### src/include/vcpat_pkg.sv
package vcpat_pkg;
  // ****************************************
  // Register map
  // ****************************************
  localparam logic [11:0] VC0_RESOURCE_CONTROL_OFFSET = 12'h0214;
  localparam logic [11:0] VC0_RESOURCE_STATUS_OFFSET = 12'h0218;
  localparam logic [11:0] VC0_ARB_TABLE_ENTRY_0_OFFSET = 12'h0240;

  // ****************************************
  // Field positions
  // ****************************************
  localparam int TABLE_LOAD_REQUEST_BIT = 16;
  localparam int TABLE_PENDING_FLAG_BIT = 17 - 1;
  localparam int NEGOTIATION_PENDING_FLAG_BIT = 17;
  localparam int PHASE_SLOT_WIDTH = 4;
  localparam int PHASE_SLOT_COUNT = 8;
  localparam int ARB_SCHEME_LSB = 17;
  localparam int ARB_SCHEME_MSB = 19;

  // ****************************************
  // Reset values and codes
  // ****************************************
  localparam logic [31:0] ARB_TABLE_ENTRY_0_RESET = 32'h0000_0000;
  localparam logic [2:0] ARB_SCHEME_RESET = 3'h0;
  localparam logic [3:0] PORT_CODE_MAX_LOW = 4'h9;
  localparam logic [3:0] PORT_CODE_12 = 4'hC;
  localparam logic [3:0] PORT_CODE_13 = 4'hD;
  localparam int PORT_COUNT = 14;
  // Scheme codes that use the table (time-based round robins)
  localparam logic [2:0] ARB_SCHEME_TABLE_MIN = 3'h3;

  typedef enum logic [2:0] {
    VCPAT_IDLE = 3'b001,
    VCPAT_LOAD = 3'b010,
    VCPAT_DONE = 3'b100
  } vcpat_load_state_t;
endpackage : vcpat_pkg

### src/design/vcpat_top.sv
`timescale 1ns/100ps
// What this block does
// RQ1 - Any software write to the table sets the table-pending flag.
// RQ2 - Flag stays set until hardware finishes loading after a load request.
// RQ3 - Flag meaningful only when the selected scheme uses the table.
// RQ4 - Negotiation-pending status bit always reads zero.
// RQ5 - Entry 0 holds eight RW 4-bit phase slots, reset zero.
// RQ6 - Slots naming invalid ports are skipped without spending a period.
// RQ7 - Software must not program reserved codes or the egress port itself.
// RQ8 - Codes 0-9 select ports 0-9, C port 12, D port 13; rest reserved.
// RQ9 - Writing one to load request starts a load; zero ignored; reads zero.
// RQ10 - Arbiter walks loaded slots ascending, one period each, wrapping to 0.
module vcpat_top (
  input wire logic pclk,
  input wire logic presetn,
  input wire logic psel,
  input wire logic penable,
  input wire logic pwrite,
  input wire logic [11:0] paddr,
  input wire logic [31:0] pwdata,
  output logic [31:0] prdata,
  output logic pready,
  output logic pslverr,
  input wire logic [3:0] egress_port_id,
  input wire logic arb_period_done,
  output logic [3:0] grant_port,
  output logic grant_valid,
  output logic table_pending_flag,
  output logic table_in_use
);
  import vcpat_pkg::*;

  // ****************************************
  // Bus decode
  // ****************************************
  logic access;
  logic wr;
  logic hit_ctl;
  logic hit_sts;
  logic hit_tbl;
  assign access = psel & penable;
  assign wr = access & pwrite;
  assign hit_ctl = paddr == VC0_RESOURCE_CONTROL_OFFSET;
  assign hit_sts = paddr == VC0_RESOURCE_STATUS_OFFSET;
  assign hit_tbl = paddr == VC0_ARB_TABLE_ENTRY_0_OFFSET;
  // Zero wait states; unmapped addresses answer with an error
  assign pready = 1'b1;
  assign pslverr = access & ~(hit_ctl | hit_sts | hit_tbl);

  // ****************************************
  // Configuration registers
  // ****************************************
  logic [31:0] table_r;
  logic [31:0] table_nxt;
  logic [2:0] scheme_r;
  logic [2:0] scheme_nxt;
  logic table_wr;
  logic ctl_wr;
  logic load_req;

  assign table_wr = wr & hit_tbl;
  assign ctl_wr = wr & hit_ctl;
  // A zero in the request bit is simply ignored
  assign load_req = ctl_wr & pwdata[TABLE_LOAD_REQUEST_BIT]; // RQ9

  always_comb begin
    table_nxt = table_r;
    scheme_nxt = scheme_r;
    if (table_wr) begin
      table_nxt = pwdata; // RQ5
    end
    if (ctl_wr) begin
      scheme_nxt = pwdata[ARB_SCHEME_MSB:ARB_SCHEME_LSB];
    end
  end

  always_ff @(posedge pclk or negedge presetn) begin
    if (!presetn) begin
      table_r <= ARB_TABLE_ENTRY_0_RESET;
      scheme_r <= ARB_SCHEME_RESET;
    end else begin
      table_r <= table_nxt;
      scheme_r <= scheme_nxt;
    end
  end

  // ****************************************
  // Load sequencer and pending flag
  // ****************************************
  logic [31:0] loaded_r;
  logic [31:0] loaded_nxt;
  logic pending_r;
  logic pending_nxt;
  vcpat_load_state_t state_r;
  vcpat_load_state_t state_nxt;

  always_comb begin
    loaded_nxt = loaded_r;
    pending_nxt = pending_r;
    state_nxt = state_r;
    case (state_r)
      VCPAT_IDLE: begin
        if (load_req) begin
          state_nxt = VCPAT_LOAD;
        end
      end
      VCPAT_LOAD: begin
        // Snapshot taken one cycle after request so same-cycle writes land
        loaded_nxt = table_r;
        state_nxt = VCPAT_DONE;
      end
      VCPAT_DONE: begin
        state_nxt = load_req ? VCPAT_LOAD : VCPAT_IDLE;
      end
      default: begin
        state_nxt = VCPAT_IDLE;
      end
    endcase
    // Set wins: a table write in the load cycle keeps the flag up
    if (state_r == VCPAT_LOAD) begin
      pending_nxt = 1'b0; // RQ2
    end
    if (table_wr) begin
      pending_nxt = 1'b1; // RQ1
    end
  end

  always_ff @(posedge pclk or negedge presetn) begin
    if (!presetn) begin
      loaded_r <= ARB_TABLE_ENTRY_0_RESET;
      pending_r <= 1'b0;
      state_r <= VCPAT_IDLE;
    end else begin
      loaded_r <= loaded_nxt;
      pending_r <= pending_nxt;
      state_r <= state_nxt;
    end
  end

  // ****************************************
  // Read data
  // ****************************************
  logic [31:0] prdata_r;
  logic [31:0] prdata_nxt;
  logic rd_setup;

  // Captured in the setup cycle and held, so prdata stands all through access
  assign rd_setup = psel & ~penable & ~pwrite;

  always_comb begin
    prdata_nxt = 32'h0000_0000;
    if (rd_setup) begin
      if (hit_ctl) begin
        // Load request always reads back zero
        prdata_nxt[ARB_SCHEME_MSB:ARB_SCHEME_LSB] = scheme_r; // RQ9
      end else if (hit_sts) begin
        prdata_nxt[TABLE_PENDING_FLAG_BIT] = pending_r;
        prdata_nxt[NEGOTIATION_PENDING_FLAG_BIT] = 1'b0; // RQ4
      end else if (hit_tbl) begin
        prdata_nxt = table_r;
      end
    end else if (access) begin
      prdata_nxt = prdata_r;
    end
  end

  always_ff @(posedge pclk or negedge presetn) begin
    if (!presetn) begin
      prdata_r <= 32'h0000_0000;
    end else begin
      prdata_r <= prdata_nxt;
    end
  end

  assign prdata = prdata_r;

  // ****************************************
  // Status outputs
  // ****************************************
  assign table_in_use = scheme_r >= ARB_SCHEME_TABLE_MIN;
  // Flag is only meaningful while the table drives arbitration
  assign table_pending_flag = pending_r & table_in_use; // RQ3

  // ****************************************
  // Phase walker
  // ****************************************
  logic [PHASE_SLOT_COUNT-1:0] slot_ok;
  genvar g;
  generate
    for (g = 0; g < PHASE_SLOT_COUNT; g++) begin : g_slot
      logic [3:0] code;
      assign code = loaded_r[g*PHASE_SLOT_WIDTH +: PHASE_SLOT_WIDTH];
      // Egress port itself is illegal; treat like reserved and skip
      assign slot_ok[g] = ((code <= PORT_CODE_MAX_LOW) || (code == PORT_CODE_12) ||
                           (code == PORT_CODE_13)) && (code != egress_port_id); // RQ8 RQ7
    end
  endgenerate

  logic [2:0] phase_r;
  logic [2:0] phase_nxt;
  logic [2:0] cur;
  logic found;

  // Skip invalid slots combinationally so no period is spent on them
  always_comb begin
    cur = phase_r;
    found = 1'b0;
    for (int i = 0; i < PHASE_SLOT_COUNT; i++) begin
      if (!found && slot_ok[3'(int'(phase_r) + i)]) begin
        cur = 3'(int'(phase_r) + i); // RQ6
        found = 1'b1;
      end
    end
    phase_nxt = phase_r;
    if (state_r == VCPAT_LOAD) begin
      phase_nxt = 3'h0;
    end else if (found & arb_period_done) begin
      phase_nxt = cur + 3'h1; // RQ10
    end
  end

  always_ff @(posedge pclk or negedge presetn) begin
    if (!presetn) begin
      phase_r <= 3'h0;
    end else begin
      phase_r <= phase_nxt;
    end
  end

  assign grant_valid = found & table_in_use;
  assign grant_port = loaded_r[cur*PHASE_SLOT_WIDTH +: PHASE_SLOT_WIDTH]; // RQ10
endmodule : vcpat_top

### config.mk
export PLATFORM = sky130hd
export DESIGN_NAME = vcpat_top
export DESIGN_NICKNAME = d
export VERILOG_FILES = /design/src/include/vcpat_pkg.sv /design/src/design/vcpat_top.sv
export SDC_FILE = /design/constraint.sdc
export NUM_CORES = 1
export LEC_CHECK = 0
export BUFFER_PORTS_ARGS = -buffer_cell sky130_fd_sc_hd__buf_2
export CORE_ASPECT_RATIO = 1.1
export CORE_UTILIZATION = 30
export CTS_CLUSTER_SIZE = 25
export DETAILED_ROUTE_END_ITERATION = 6
export HOLD_SLACK_MARGIN = 0.05
export PLACE_DENSITY = 0.47
export SYNTH_ARGS = -nofsm -noshare
export SYNTH_HDL_FRONTEND = slang
export SYNTH_SLANG_ARGS = --single-unit
### constraint.sdc
create_clock -name pclk -period 4.1 [get_ports pclk]
set_input_delay 0.41 -clock pclk [delete_from_list [all_inputs] [get_ports pclk]]
set_output_delay 0.41 -clock pclk [all_outputs]
set_load 0.01 [all_outputs]
## After elaboration in Yosys (flattened, before gate mapping)

Index checks and enable logic that the tools add are counted.

| word-level totals | value |
|---|---|
| register bits | 106 |
| output and inout port bits | 41 |
| bits of input ports | 54 |

| cells by class | value |
|---|---|
| $add $sub $neg | 8 |
| eq/ne operators | 32 |
| reductions and logical operators | 40 |
| muxes and demuxes | 55 |
| magnitude comparators | 17 |
| bitwise gates (word level) | 16 |
| shifts and indexed selects | 1 |

Operators with widths:

| kind | number |
|---|---|
| $mux W32 | 3 |
| $eq A4 B4 Y1 const B | 16 |
| $lt A3 B5 Y1 const B | 8 |
| $eq A12 B10 Y1 const B | 3 |
| $mux W3 | 11 |
| $le A4 B4 Y1 const B | 8 |
| $ne A4 B4 Y1 | 8 |
| $shiftx A32 B6 Y4 | 1 |
| $mux W1 | 26 |
| $bmux W1 S3 | 8 |
| $mux W17 | 1 |
| $logic_or A1 B1 Y1 | 16 |
| $mux W16 | 1 |
| $logic_and A1 B1 Y1 | 15 |
| $mux W14 | 1 |
| $add A3 B3 Y3 const B | 4 |
| $mux W12 | 1 |
| $and A1 B1 Y1 | 11 |
| $pmux W3 S3 | 1 |
| $logic_not A1 Y1 | 7 |
| $add A3 B1 Y3 const B | 2 |
| $add A3 B2 Y3 const B | 2 |
| $mux W2 | 2 |
| $reduce_bool A2 Y1 | 2 |
| other kinds (8) | 11 |

## Logic depth before layout (Yosys ltp)

Gate-level depths: netlist (run 1).

| logic depth | value |
|---|---|
| depth in word-level cells | 32 |
| gate-level depth with buffers | 17 |
| gate-level depth less buffers | 12 |

## Worst setup path after synthesis (run 1)

OpenSTA, ideal clock, no wires.

| timing | value |
|---|---|
| kind | register to output |
| start | register phase_r[0] |
| end | output port grant_port[1] |
| data arrival time | 3590 ps |
| path buffers | 5 |
| required time | 3690 ps |
| path slack | 100 ps |
| cell stages (with the launch flop) | 16 |
| cells stage by stage | dfrtp_1 inv_2 clkbuf_1 clkbuf_1 ha_1 clkbuf_1 clkbuf_1 a21oi_1 or4b_2 o2111a_1 o22ai_1 a211oi_1 a31o_2 buf_2 mux2i_1 mux2_2 |

| between the ends | value |
|---|---|
| cells in the longest elaborated chain, start to end | 26 |
| elaborated cells between the ends (all ways) | 60 |

Ends and longest elaborated chain:

| element | line | source |
|---|---|---|
| from (decl) | vcpat_top.sv:199 | `logic [2:0] phase_r;` |
| from (signal assigned) | vcpat_top.sv:226 | `phase_r <= phase_nxt;` |
| branches (longest 24 deep; another with $add A3 B1 Y3) | -- |  |
| $mux W3 (*) | vcpat_top.sv:209 | `if (!found && slot_ok[3'(int'(phase_r) + i)]) begin` |
| $shiftx A32 B6 Y4 (*) | vcpat_top.sv:231 | `assign grant_port = loaded_r[cur*PHASE_SLOT_WIDTH +: PHASE_SLOT_WIDTH];` |
| to (decl) | vcpat_top.sv:26 | `output logic [3:0] grant_port,` |

Every way passes the cells marked *. The select of a mux whose other input is x is not followed.

## Worst setup path after layout (run 1)

| timing | value |
|---|---|
| start | register loaded_r[11] |
| end | output port grant_port[2] |

| between the ends | value |
|---|---|
| cells in the longest elaborated chain, start to end | 30 |
| elaborated cells between the ends (all ways) | 60 |

Ends and longest elaborated chain:

| element | line | source |
|---|---|---|
| from (decl) | vcpat_top.sv:90 | `logic [31:0] loaded_r;` |
| from (signal assigned) | vcpat_top.sv:134 | `loaded_r <= loaded_nxt;` |
| $le A4 B4 Y1 or $eq A4 B4 Y1 (tied branches) | vcpat_top.sv:194 | `assign slot_ok[g] = ((code <= PORT_CODE_MAX_LOW) \|\| (code == PORT_CODE_12) \|\|` |
| $logic_or A1 B1 Y1 (2 in series) | vcpat_top.sv:194 |  |
| $logic_and A1 B1 Y1 (*) | vcpat_top.sv:195 | `(code == PORT_CODE_13)) && (code != egress_port_id);` |
| $bmux W1 S3 | vcpat_top.sv:209 |  |
| $mux W1 (implied by the code) (2 in series) | vcpat_top.sv:209 |  |
| $mux W1 | vcpat_top.sv:209 |  |
| $logic_not A1 Y1 | vcpat_top.sv:209 |  |
| $logic_and A1 B1 Y1 | vcpat_top.sv:209 |  |
| [12 not listed] | -- |  |
| $mux W1 | vcpat_top.sv:209 |  |
| $logic_not A1 Y1 | vcpat_top.sv:209 |  |
| $logic_and A1 B1 Y1 | vcpat_top.sv:209 |  |
| $mux W1 | vcpat_top.sv:209 |  |
| $logic_not A1 Y1 | vcpat_top.sv:209 |  |
| $logic_and A1 B1 Y1 | vcpat_top.sv:209 |  |
| $mux W3 (*) | vcpat_top.sv:209 |  |
| $shiftx A32 B6 Y4 (*) | vcpat_top.sv:231 |  |

Mark *: on every way between the ends. The rest lies on a longest branch, timed or not. The select of a mux whose other input is x is not followed.

==> impl_metrics.tcl, run 1 <==
set metrics [dict create \
    grt_pass1_vias 5366 \
    dieArea_sq_um 21900 \
    async_flop_share_pct 100 \
    syn_to_final_growth_pct 27.9 \
    worst_setup_path_end_kind "output port" \
    fillers 2048 \
    crit_family "multiplexers" \
    insertion_delay_ns 0.36 \
    power.internal_mw 2.51 \
    ios 95 \
    drc 0 \
    final_hold_viol_count 0 \
    viasPerCell 5.24 \
    fin_hold_ws_ns 0.165 \
    crit_top_cell "buf_6" \
    cp.arrival_ns 3.73 \
    area.sequential_sq_um 2670 \
    synth.avg_cell_area_sq_um 10.5 \
    rows 55 \
    n_antenna_cell 0 \
    gr-usage-all-layers_pct 17.8 \
    nets 797 \
    yosysSeqAreaShare_pct 41.6 \
    clk_pin_slew_worst_paths_ns 0.07 \
    start_util_pct 30.8 \
    fin_crit_ns 4.14 \
    ys.flop_type "dfrtp_1" \
    pre_cts_ws_ns -0.0605 \
    critPathMaxFanout 6 \
    finClkSkew_ns 0.00780 \
    hpwlAfterDp_um 13700 \
    power.density_nw_per_um2 514 \
    p_leak_nw 3.78 \
    max_freq_ghz 0.242 \
    routed_wl_um 19000 \
    clock_sinks 106 \
    crit_required_ns 3.69 \
    netSwitchingFraction_pct 40.2 \
    syn_area_sq_um 6380 \
    wl_per_cell_um 18.5 \
    rsz0062_at_grt "yes" \
    drv_cap 0 \
    gp_congestion 0.881 \
    drtIter0Drc 285 \
    cts-root-buf "clkbuf_16" \
    synth_warnings 0 \
    peakVddDrop_mv 0.278 \
    tritoncts "yes" \
    clock_path_buffers 2 \
    crit_chain "nor2b_1 > o21bai_1 > nand4_1 > and2_1 > mux4_2 > o21bai_4 > buf_6 > a21oi_4 > buf_6 > buf_6 > nor3_1 > a311oi_1 > mux2i_1 > mux2_4 > buf_6" \
    slew_headroom_pct 39.0 \
    status "finished, violations left" \
    syn_nets 665 \
    startpoint_type "flip-flop" \
    cts_buffers 9 \
    die_w_um 141 \
    ctsHoldBuffers 0 \
    drv_slew 0 \
    synth-edff-count 0 \
    fin_tns_setup_ns -0.104 \
    drive_above_1_share_pct 43.1 \
    crit_start "loaded_r[11]" \
    critPathBufInv 4 \
    grt_pass1_wl_um 29800 \
    multi_input_area_sq_um 3690 \
    comb_power_share_pct 50.8 \
    io_buffers 93 \
    criticalPathCategory "reg2out" \
    htreeDepth 3 \
    fp.dieH_um 155 \
    grt-ovfl-total 0 \
    cpPeakStageDelay_ns 0.54 \
    mostFrequentLayoutCells "dfrtp_1, buf_2, nand2_1, mux2_2, buf_4" \
    vias 5399 \
    clock_power_share_pct 23.0 \
    hold_path.class "in2async" \
    antenna_found_initial 0 \
    cp_slowest_cell "mux4_2" \
    syn_inst 608 \
    ys_types 66 \
    timing.rr.start "loaded_r[24]" \
    tightestPinTransition_ns 0.915 \
    power_switching_mw 1.69 \
    violations "setup timing" \
    dr.pass1.iters 4 \
    grt_max_degree 72 \
    worst_slack_ns -0.0353 \
    postRouteAntennaNets 0 \
    synth_seq_cells 106 \
    seq_power_share_pct 26.2 \
    period_share_pct 101 \
    design.core.area_sq_um 20700 \
    mostFrequentLayoutCell "dfrtp_1" \
    setup-violations-final 4 \
]
[state kept, by name (all words and copies together), names as in the netlist]
name and flops:
prdata 32, table_r 32, pending_r 1, scheme_r 3
loaded_r 32, phase_r 3, state_r 3
[routing by layer]
metal	part of all wire (%)	GRT usage (%)
met5	0	0
met4	2.8	7.76
met3	4.0	3.08
met2	48	29.2
met1	45	23.0
[synth_stat cells (all sizes together), types with 6 or more instances]
cell type / instances / area share (%)
dfrtp: 105 / 41
mux2: 72 / 13
nand2: 68 / 4.0
a22o: 31 / 4.3
clkbuf: 31 / 1.8
a22oi: 24 / 2.8
nor2b: 21 / 2.1
xor2: 19 / 2.6
nand3: 18 / 1.4
nor2: 18 / 1.2
o21bai: 18 / 2.6
a311oi: 16 / 2.2
mux2i: 16 / 2.5
nor3: 16 / 1.4
buf: 13 / 1.5
o21ai: 11 / 0.92
a21oi: 9 / 0.88
nand4: 8 / 0.78
and3: 7 / 0.69
mux4: 7 / 2.5
o22ai: 7 / 0.69
inv: 6 / 0.35
[worst paths after layout]
kind                            endpoint  slack [ns]  cells past startpoint
setup reg to reg              phase_r[2]        0.48                     13
setup / recovery           grant_port[2]       -0.04                     15
max in group asynchronous   loaded_r[21]        3.08                      2
min in group pclk             table_r[5]        0.28                      2
hold / removal                 prdata[7]        0.16                      1
hold reg to reg               state_r[1]        0.44                      1
[through the flow]
stage / util (%) / area [sq um] / cells / power [mW]
CTS: 38.5 / 7980 / 1024 / 4.04
floorplan: - / 6380 / 608 / 2.30
global placement: 35.6 / 7380 / 988 / 2.93
detailed placement: 35.6 / 7380 / 988 / 2.94
finish: 39.4 / 8160 / 1030 / 4.20
global route: 39.4 / 8160 / 1030 / 4.41
[logic make-up (layout without fill, tap and decap cells)]
group | count (synthesis) | in the layout | synth area share [%]
other | 1 | 1 | 0.0588
flip-flops | 106 | 106 | 41.6
multiplexers | 95 | 95 | 17.7
AND/OR/NAND/NOR | 183 | 183 | 14.8
adder cells (fa/ha/maj) | 3 | 3 | 0.588
buffers and inverters | 50 | 186 | 3.73
AO/OA/AOI/OAI | 147 | 148 | 18.4
XOR/XNOR | 23 | 23 | 3.16
[power groups by stage]
stage | Combinational (mW) | Clock (mW) | Sequential (mW)
finish | 2.13 | 0.967 | 1.10
global route | 2.27 | 1.04 | 1.10
CTS | 1.95 | 0.998 | 1.10
detailed placement | 1.82 | 0 | 1.11
global placement | 1.81 | 0 | 1.12
floorplan | 1.21 | 0 | 1.09
[final cells by class]
| class | instances | share of cell area [%] |
|---|---|---|
| Clock buffer | 11 | 3.10 |
| Clock inverter | 5 | 1.06 |
| Inverter | 6 | 0.276 |
| Multi-Input combinational cell | 453 | 45.2 |
| Sequential cell | 106 | 32.7 |
| Tap cell | 285 | 4.37 |
| Timing Repair Buffer | 164 | 13.3 |
[worst register-to-register path, stage by stage (launching register included)]
cell and delay, ns:
dfrtp_2 0.44, xor2_2 0.15, o21ai_2 0.20, nand3_1 0.14, mux4_2 0.49, or4b_2 0.62, o2111a_1 0.15, o22ai_1 0.20
a211oi_2 0.09, a31o_2 0.29, buf_4 0.14, ha_1 0.19, xor2_1 0.16, a211oi_1 0.24
[repair_timing]
action                                  in CTS  in global routing
gates resized for setup                     34                 31
cloned                                       0                  1
setup buffers                               20                  5
endpoints found under the setup margin       4                  4
pin swaps                                   13                 13
Power figures use the tool's default switching activity.
==> run 2: changes to the inputs <==
--- a/config.mk
+++ b/config.mk
@@ -7,11 +7,11 @@
 export LEC_CHECK = 0
 export BUFFER_PORTS_ARGS = -buffer_cell sky130_fd_sc_hd__buf_2
 export CORE_ASPECT_RATIO = 1.1
-export CORE_UTILIZATION = 30
+export CORE_UTILIZATION = 52
 export CTS_CLUSTER_SIZE = 25
 export DETAILED_ROUTE_END_ITERATION = 6
 export HOLD_SLACK_MARGIN = 0.05
-export PLACE_DENSITY = 0.47
+export PLACE_DENSITY = 0.75
 export SYNTH_ARGS = -nofsm -noshare
 export SYNTH_HDL_FRONTEND = slang
 export SYNTH_SLANG_ARGS = --single-unit
==> run 2 against run 1 <==
Against the previous run:
- die area fell by 42%
- sequential power barely moved
- first-iteration DRC count rose by 100%
- worst hold slack improved by 0.012 ns
- the flow still finishes with violations (setup timing)
- critical endpoint unchanged
- count of clock-buffer cells in the layout shrank 2
- highest routed layer unchanged
- critical path type unchanged
- fmax decreased by 0.47%
- cell count shrank 14%
- global-route usage is 11 points higher
- clock power down 8.0%
==> impl_metrics.tcl, run 2 (synthesized netlist as in run 1, its figures left out) <==
set metrics [dict create \
    startpoint_type "flip-flop" \
    reg2reg_depth 13 \
    gr-usage-all-layers_pct 28.4 \
    cts-root-buf "clkbuf_16" \
    io_buffers 93 \
    fin_tns_setup_ns -0.144 \
    routed_wl_um 17600 \
    power.density_nw_per_um2 503 \
    worst_setup_path_end_kind "output port" \
    fp.dieH_um 118 \
    wl_per_cell_um 19.9 \
    vias 5554 \
    finalPower_mw 3.92 \
    grt_pass1_wl_um 27900 \
    finalNonFillerCells 883 \
    max_freq_ghz 0.241 \
    grt_max_degree 72 \
    dieArea_sq_um 12700 \
    insertion_delay_ns 0.35 \
    critPathMaxFanout 6 \
    comb_power_share_pct 49.2 \
    nets 781 \
    criticalPathCategory "reg2out" \
    violations "setup timing" \
    drtIter0Drc 574 \
    rows 42 \
    grt_pass1_vias 5442 \
    rsz0062_at_grt "yes" \
    start_util_pct 53.2 \
    cts_buffers 9 \
    power.internal_mw 2.29 \
    slew_headroom_pct 42.3 \
    setup-violations-final 4 \
    die_w_um 108 \
    drive_above_1_share_pct 41.4 \
    antenna_found_initial 0 \
    fin_crit_ns 4.15 \
    placed_cells 845 \
    status "finished, violations left" \
    gp_congestion 1.02 \
    worst_slack_ns -0.0550 \
    postRouteAntennaNets 0 \
    viasPerCell 6.29 \
    p_leak_nw 3.68 \
    worst-r2r-setup-slack_ns 0.50 \
    peakVddDrop_mv 0.372 \
    htreeDepth 3 \
    fin_hold_ws_ns 0.176 \
    timing.rr.end "phase_r[2]" \
    final_hold_viol_count 0 \
    clk_pin_slew_worst_paths_ns 0.07 \
    ios 95 \
    drv_slew 0 \
    placed_area_sq_um 7110 \
    syn_to_final_growth_pct 22.3 \
    drv_cap 0 \
    mostFrequentLayoutCells "dfrtp_1, buf_2, nand2_1, mux2_2, buf_4" \
    clock_power_share_pct 22.7 \
    fillers 941 \
    ctsHoldBuffers 0 \
    n_antenna_cell 0 \
    timing.rr.start "loaded_r[28]" \
    dr.pass1.iters 5 \
    mostFrequentLayoutCell "dfrtp_1" \
    period_share_pct 101 \
    drc 0 \
    clock_path_buffers 2 \
    hpwlAfterDp_um 12300 \
    finClkSkew_ns 0.00492 \
    power_switching_mw 1.63 \
    area.sequential_sq_um 2670 \
    clock_sinks 106 \
    seq_power_share_pct 28.1 \
    netSwitchingFraction_pct 41.6 \
    hold_path.class "in2async" \
    tightestPinTransition_ns 0.865 \
    design.core.area_sq_um 12000 \
    cp.arrival_ns 3.74 \
    crit_required_ns 3.69 \
    multi_input_area_sq_um 3670 \
    tritoncts "yes" \
    grt-ovfl-total 0 \
    fin_area_sq_um 7800 \
]
-- run 2: power by group through the flow --
stage / combinational, mW / clock (mW) / sequential [mW]
3_3_place_gp: 1.66 / 0 / 1.12
2_1_floorplan: 1.21 / 0 / 1.09
3_5_place_dp: 1.68 / 0 / 1.12
5_1_grt: 2.05 / 0.944 / 1.10
4_1_cts: 1.81 / 0.904 / 1.10
6_report: 1.93 / 0.890 / 1.10
-- run 2: cell type report --
| cell class | instances | share of cell area [%] |
|---|---|---|
| clock inverters | 7 | 1.09 |
| multi-input cells | 453 | 47.0 |
| clock buffers | 9 | 2.89 |
| well taps | 154 | 2.47 |
| inverters | 6 | 0.289 |
| flip-flops and latches | 106 | 34.2 |
| repair buffers | 148 | 12.0 |
-- run 2: critical path, cell delays in order (launching register included) --
cell	delay [ns]
dfrtp_1	0.44
xor2_1	0.18
o21ai_2	0.21
nand4_1	0.18
and2_1	0.19
mux4_2	0.55
nor3_4	0.25
nand4_1	0.22
buf_12	0.21
and4_1	0.16
a311oi_2	0.27
mux2i_1	0.12
mux2_4	0.28
buf_6	0.12
-- run 2: how the worst max path moves through the flow --
stage	startpoint	end	slack [ns]	depth (start not counted)
2_1_floorplan	phase_r[0]	grant_port[1]	0.10	15
3_3_place_gp	egress_port_id[3]	grant_port[3]	0.08	13
3_5_place_dp	egress_port_id[3]	grant_port[1]	0.06	14
4_1_cts	loaded_r[6]	grant_port[0]	-0.003	12
5_1_grt	loaded_r[6]	grant_port[0]	-0.23	13
6_report	loaded_r[28]	grant_port[2]	-0.05	13
-- run 2: stage by stage --
stage	utilization (%)	setup WS, ns
after detailed placement	59.3	0.0643
after CTS	63.7	-0.00254
after floorplan	-	0.100
final	65.1	-0.0550
after global routing	65.1	-0.228
after global placement	59.3	0.0801
-- run 2: repair_timing --
action	CTS	global route
pin swaps	9	9
gates cloned	1	1
resized for setup	29	25
setup buffers	15	5
endpoints found under the setup margin	4	4
-- run 2: metal layers --
metal	up-vias	share of wire (%)	GRT usage (%)
li1	2520	-	-
met1	2724	41	37.9
met2	256	49	45.5
met3	54	6.2	4.52
met4	0	3.3	12.3
met5	-	0	0
==> run 3: changes to the inputs <==
--- a/config.mk
+++ b/config.mk
@@ -12,6 +12,8 @@
 export DETAILED_ROUTE_END_ITERATION = 6
 export HOLD_SLACK_MARGIN = 0.05
 export PLACE_DENSITY = 0.75
+export RECOVER_POWER = 25
+export SETUP_SLACK_MARGIN = 0.05
 export SYNTH_ARGS = -nofsm -noshare
 export SYNTH_HDL_FRONTEND = slang
 export SYNTH_SLANG_ARGS = --single-unit
==> run 3 against run 2 <==
Against the previous run:
- the flow finishes with violations (capacitance limit, slew limit, setup timing)
- worst hold slack improved by 0.12 ns
- critical endpoint is now grant_port[0]
- die area did not move
- register-to-register slack improved by 0.03 ns
- clock skew rose by 0.0013 ns
- critical path type unchanged
- core utilization rose by 1.0 points
- worst setup slack barely moved
- via count rose by 0.86%
- sequential power barely moved
- highest routed layer unchanged
- cell area rose by 1.5%
- global-route usage rose by 0.21 points
- clock power barely moved
==> impl_metrics.tcl, run 3 (synthesized netlist as in run 1, its figures left out) <==
set metrics [dict create \
    mostFrequentLayoutCell "buf_2" \
    ios 95 \
    finalNonFillerCells 898 \
    final_hold_viol_count 0 \
    viasPerCell 6.24 \
    cts_buffers 9 \
    cp.arrival_ns 3.75 \
    fin_crit_ns 4.16 \
    io_buffers 93 \
    critPathMaxFanout 6 \
    mostFrequentLayoutCells "buf_2, dfrtp_1, nand2_1, mux2_2, buf_4" \
    nets 796 \
    syn_to_final_growth_pct 24.1 \
    seq_power_share_pct 28.1 \
    grt_pass1_wl_um 28100 \
    power.density_nw_per_um2 496 \
    worst-r2r-setup-slack_ns 0.53 \
    status "finished, violations left" \
    criticalPathCategory "reg2out" \
    crit_required_ns 3.69 \
    hpwlAfterDp_um 12300 \
    grt_pass1_vias 5512 \
    antenna_found_initial 0 \
    reg2reg_depth 14 \
    timing.rr.end "phase_r[2]" \
    design.core.area_sq_um 12000 \
    grt-ovfl-total 0 \
    startpoint_type "flip-flop" \
    min-delay-start "pwdata[12]" \
    start_util_pct 53.2 \
    clk_pin_slew_worst_paths_ns 0.07 \
    comb_power_share_pct 49.3 \
    dieArea_sq_um 12700 \
    wl_per_cell_um 19.8 \
    finClkSkew_ns 0.00622 \
    cpPeakStageDelay_ns 0.55 \
    rows 42 \
    routed_wl_um 17800 \
    finalPower_mw 3.93 \
    gr-usage-all-layers_pct 28.6 \
    dr.pass1.iters 6 \
    violations "capacitance limit, slew limit, setup timing" \
    clock_path_buffers 2 \
    p_leak_nw 3.76 \
    cp_slowest_cell "mux4_2" \
    htreeDepth 3 \
    fin_util_pct 66.1 \
    whs_endpoint "table_r[12]" \
    worst_setup_path_end_kind "output port" \
    clock_sinks 106 \
    hold_depth 2 \
    rsz0062_at_grt "yes" \
    peakVddDrop_mv 0.372 \
    n_antenna_cell 0 \
    cts-root-buf "clkbuf_16" \
    period_share_pct 101 \
    grt_max_degree 72 \
    timing.rr.start "loaded_r[6]" \
    ctsHoldBuffers 0 \
    netSwitchingFraction_pct 41.6 \
    drv_cap 1 \
    vias 5602 \
    slew_headroom_pct -12.1 \
    die_w_um 108 \
    crit_chain "xor2_1 > o21ai_2 > nand3_2 > mux2_4 > mux4_2 > nor3_4 > nand4_1 > buf_12 > and4_1 > a311oi_2 > mux2i_1 > mux2_4 > buf_2" \
    postRouteAntennaNets 0 \
    max_freq_ghz 0.241 \
    crit_top_cell "mux2_4" \
    clock_power_share_pct 22.6 \
    gp_congestion 1.02 \
    power_switching_mw 1.63 \
    tightestPinTransition_ns 1.68 \
    drive_above_1_share_pct 43.4 \
    worst_slack_ns -0.0550 \
    drtIter0Drc 568 \
    drc 0 \
    hold_path.class "in2reg" \
    placed_cells 845 \
    drv_slew 72 \
    power.internal_mw 2.29 \
    tritoncts "yes" \
    setup-violations-final 4 \
    insertion_delay_ns 0.34 \
    fp.dieH_um 118 \
]
[run 3: cell count changes in the layout (fill, tap and decap cells not counted), moves of 2 or more]
cell     change
dfrtp_1      -4
and2_1       -2
and2_4       +2
buf_4       +13
dfrtp_2      +4
[run 3: layer usage]
layer	GRT usage, %	vias to the layer above	share of wire (%)
met3	4.63	65	6.3
met2	45.6	273	48
li1	-	2545	-
met1	37.8	2719	41
met5	0	-	0
met4	13.8	0	4.4
[run 3: layout make-up]
type	count	area (sq um)
repair buffers	163	1050
multi-input cells	453	3670
well taps	154	193
clock inverters	7	85.1
clock buffers	9	225
fillers	914	4060
flip-flops and latches	106	2670
inverters	6	22.5
[run 3: what timing repair did]
| action | 4_1_cts | 5_1_grt |
|---|---|---|
| hold endpoints to repair | 0 | 0 |
| cloned | 1 | 1 |
| pin swaps | 12 | 12 |
| setup endpoints to repair | 4 | 4 |
| resized for setup | 41 | 18 |
| setup buffers | 23 | 12 |
[run 3: power by group through the flow]
stage               Sequential [mW]  Clock [mW]  Combinational (mW)
finish                         1.10       0.887                1.93
global route                   1.11       0.942                2.06
CTS                            1.10       0.904                1.86
detailed placement             1.12           0                1.68
global placement               1.12           0                1.66
floorplan                      1.09           0                1.21
[run 3: how the worst max path moves through the flow]
stage / slack, ns / to / cells after the start / startpoint
2_1_floorplan: 0.10 / grant_port[1] / 15 / phase_r[0]
3_3_place_gp: 0.08 / grant_port[3] / 13 / egress_port_id[3]
3_5_place_dp: 0.06 / grant_port[1] / 14 / egress_port_id[3]
4_1_cts: 0.05 / grant_port[3] / 12 / loaded_r[2]
5_1_grt: -0.20 / grant_port[0] / 13 / loaded_r[0]
6_report: -0.06 / grant_port[0] / 13 / loaded_r[0]
[run 3: per-stage QoR]
| stage | instance area, sq um | hold WS (ns) | TNS (ns) | setup WS (ns) |
|---|---|---|---|---|
| 2_1_floorplan | 6380 | 0.114 | 0 | 0.100 |
| 3_5_place_dp | 7110 | 0.459 | 0 | 0.0643 |
| 3_3_place_gp | 7110 | 0.421 | 0 | 0.0801 |
| 5_1_grt | 7920 | 0.292 | -0.745 | -0.202 |
| 6_report | 7920 | 0.294 | -0.189 | -0.0550 |
| 4_1_cts | 7740 | 0.204 | 0 | 0.0527 |
[run 3: critical path, delay by kind of cell (launching register included)]
kind,cells,cell delay [ns]
xor gates and xnor gates,1,0.20
AOI/OAI and AO/OA,2,0.43
buffers and inverters,2,0.36
and+or+nand+nor,4,0.80
muxes,4,1.22
DFF,1,0.40
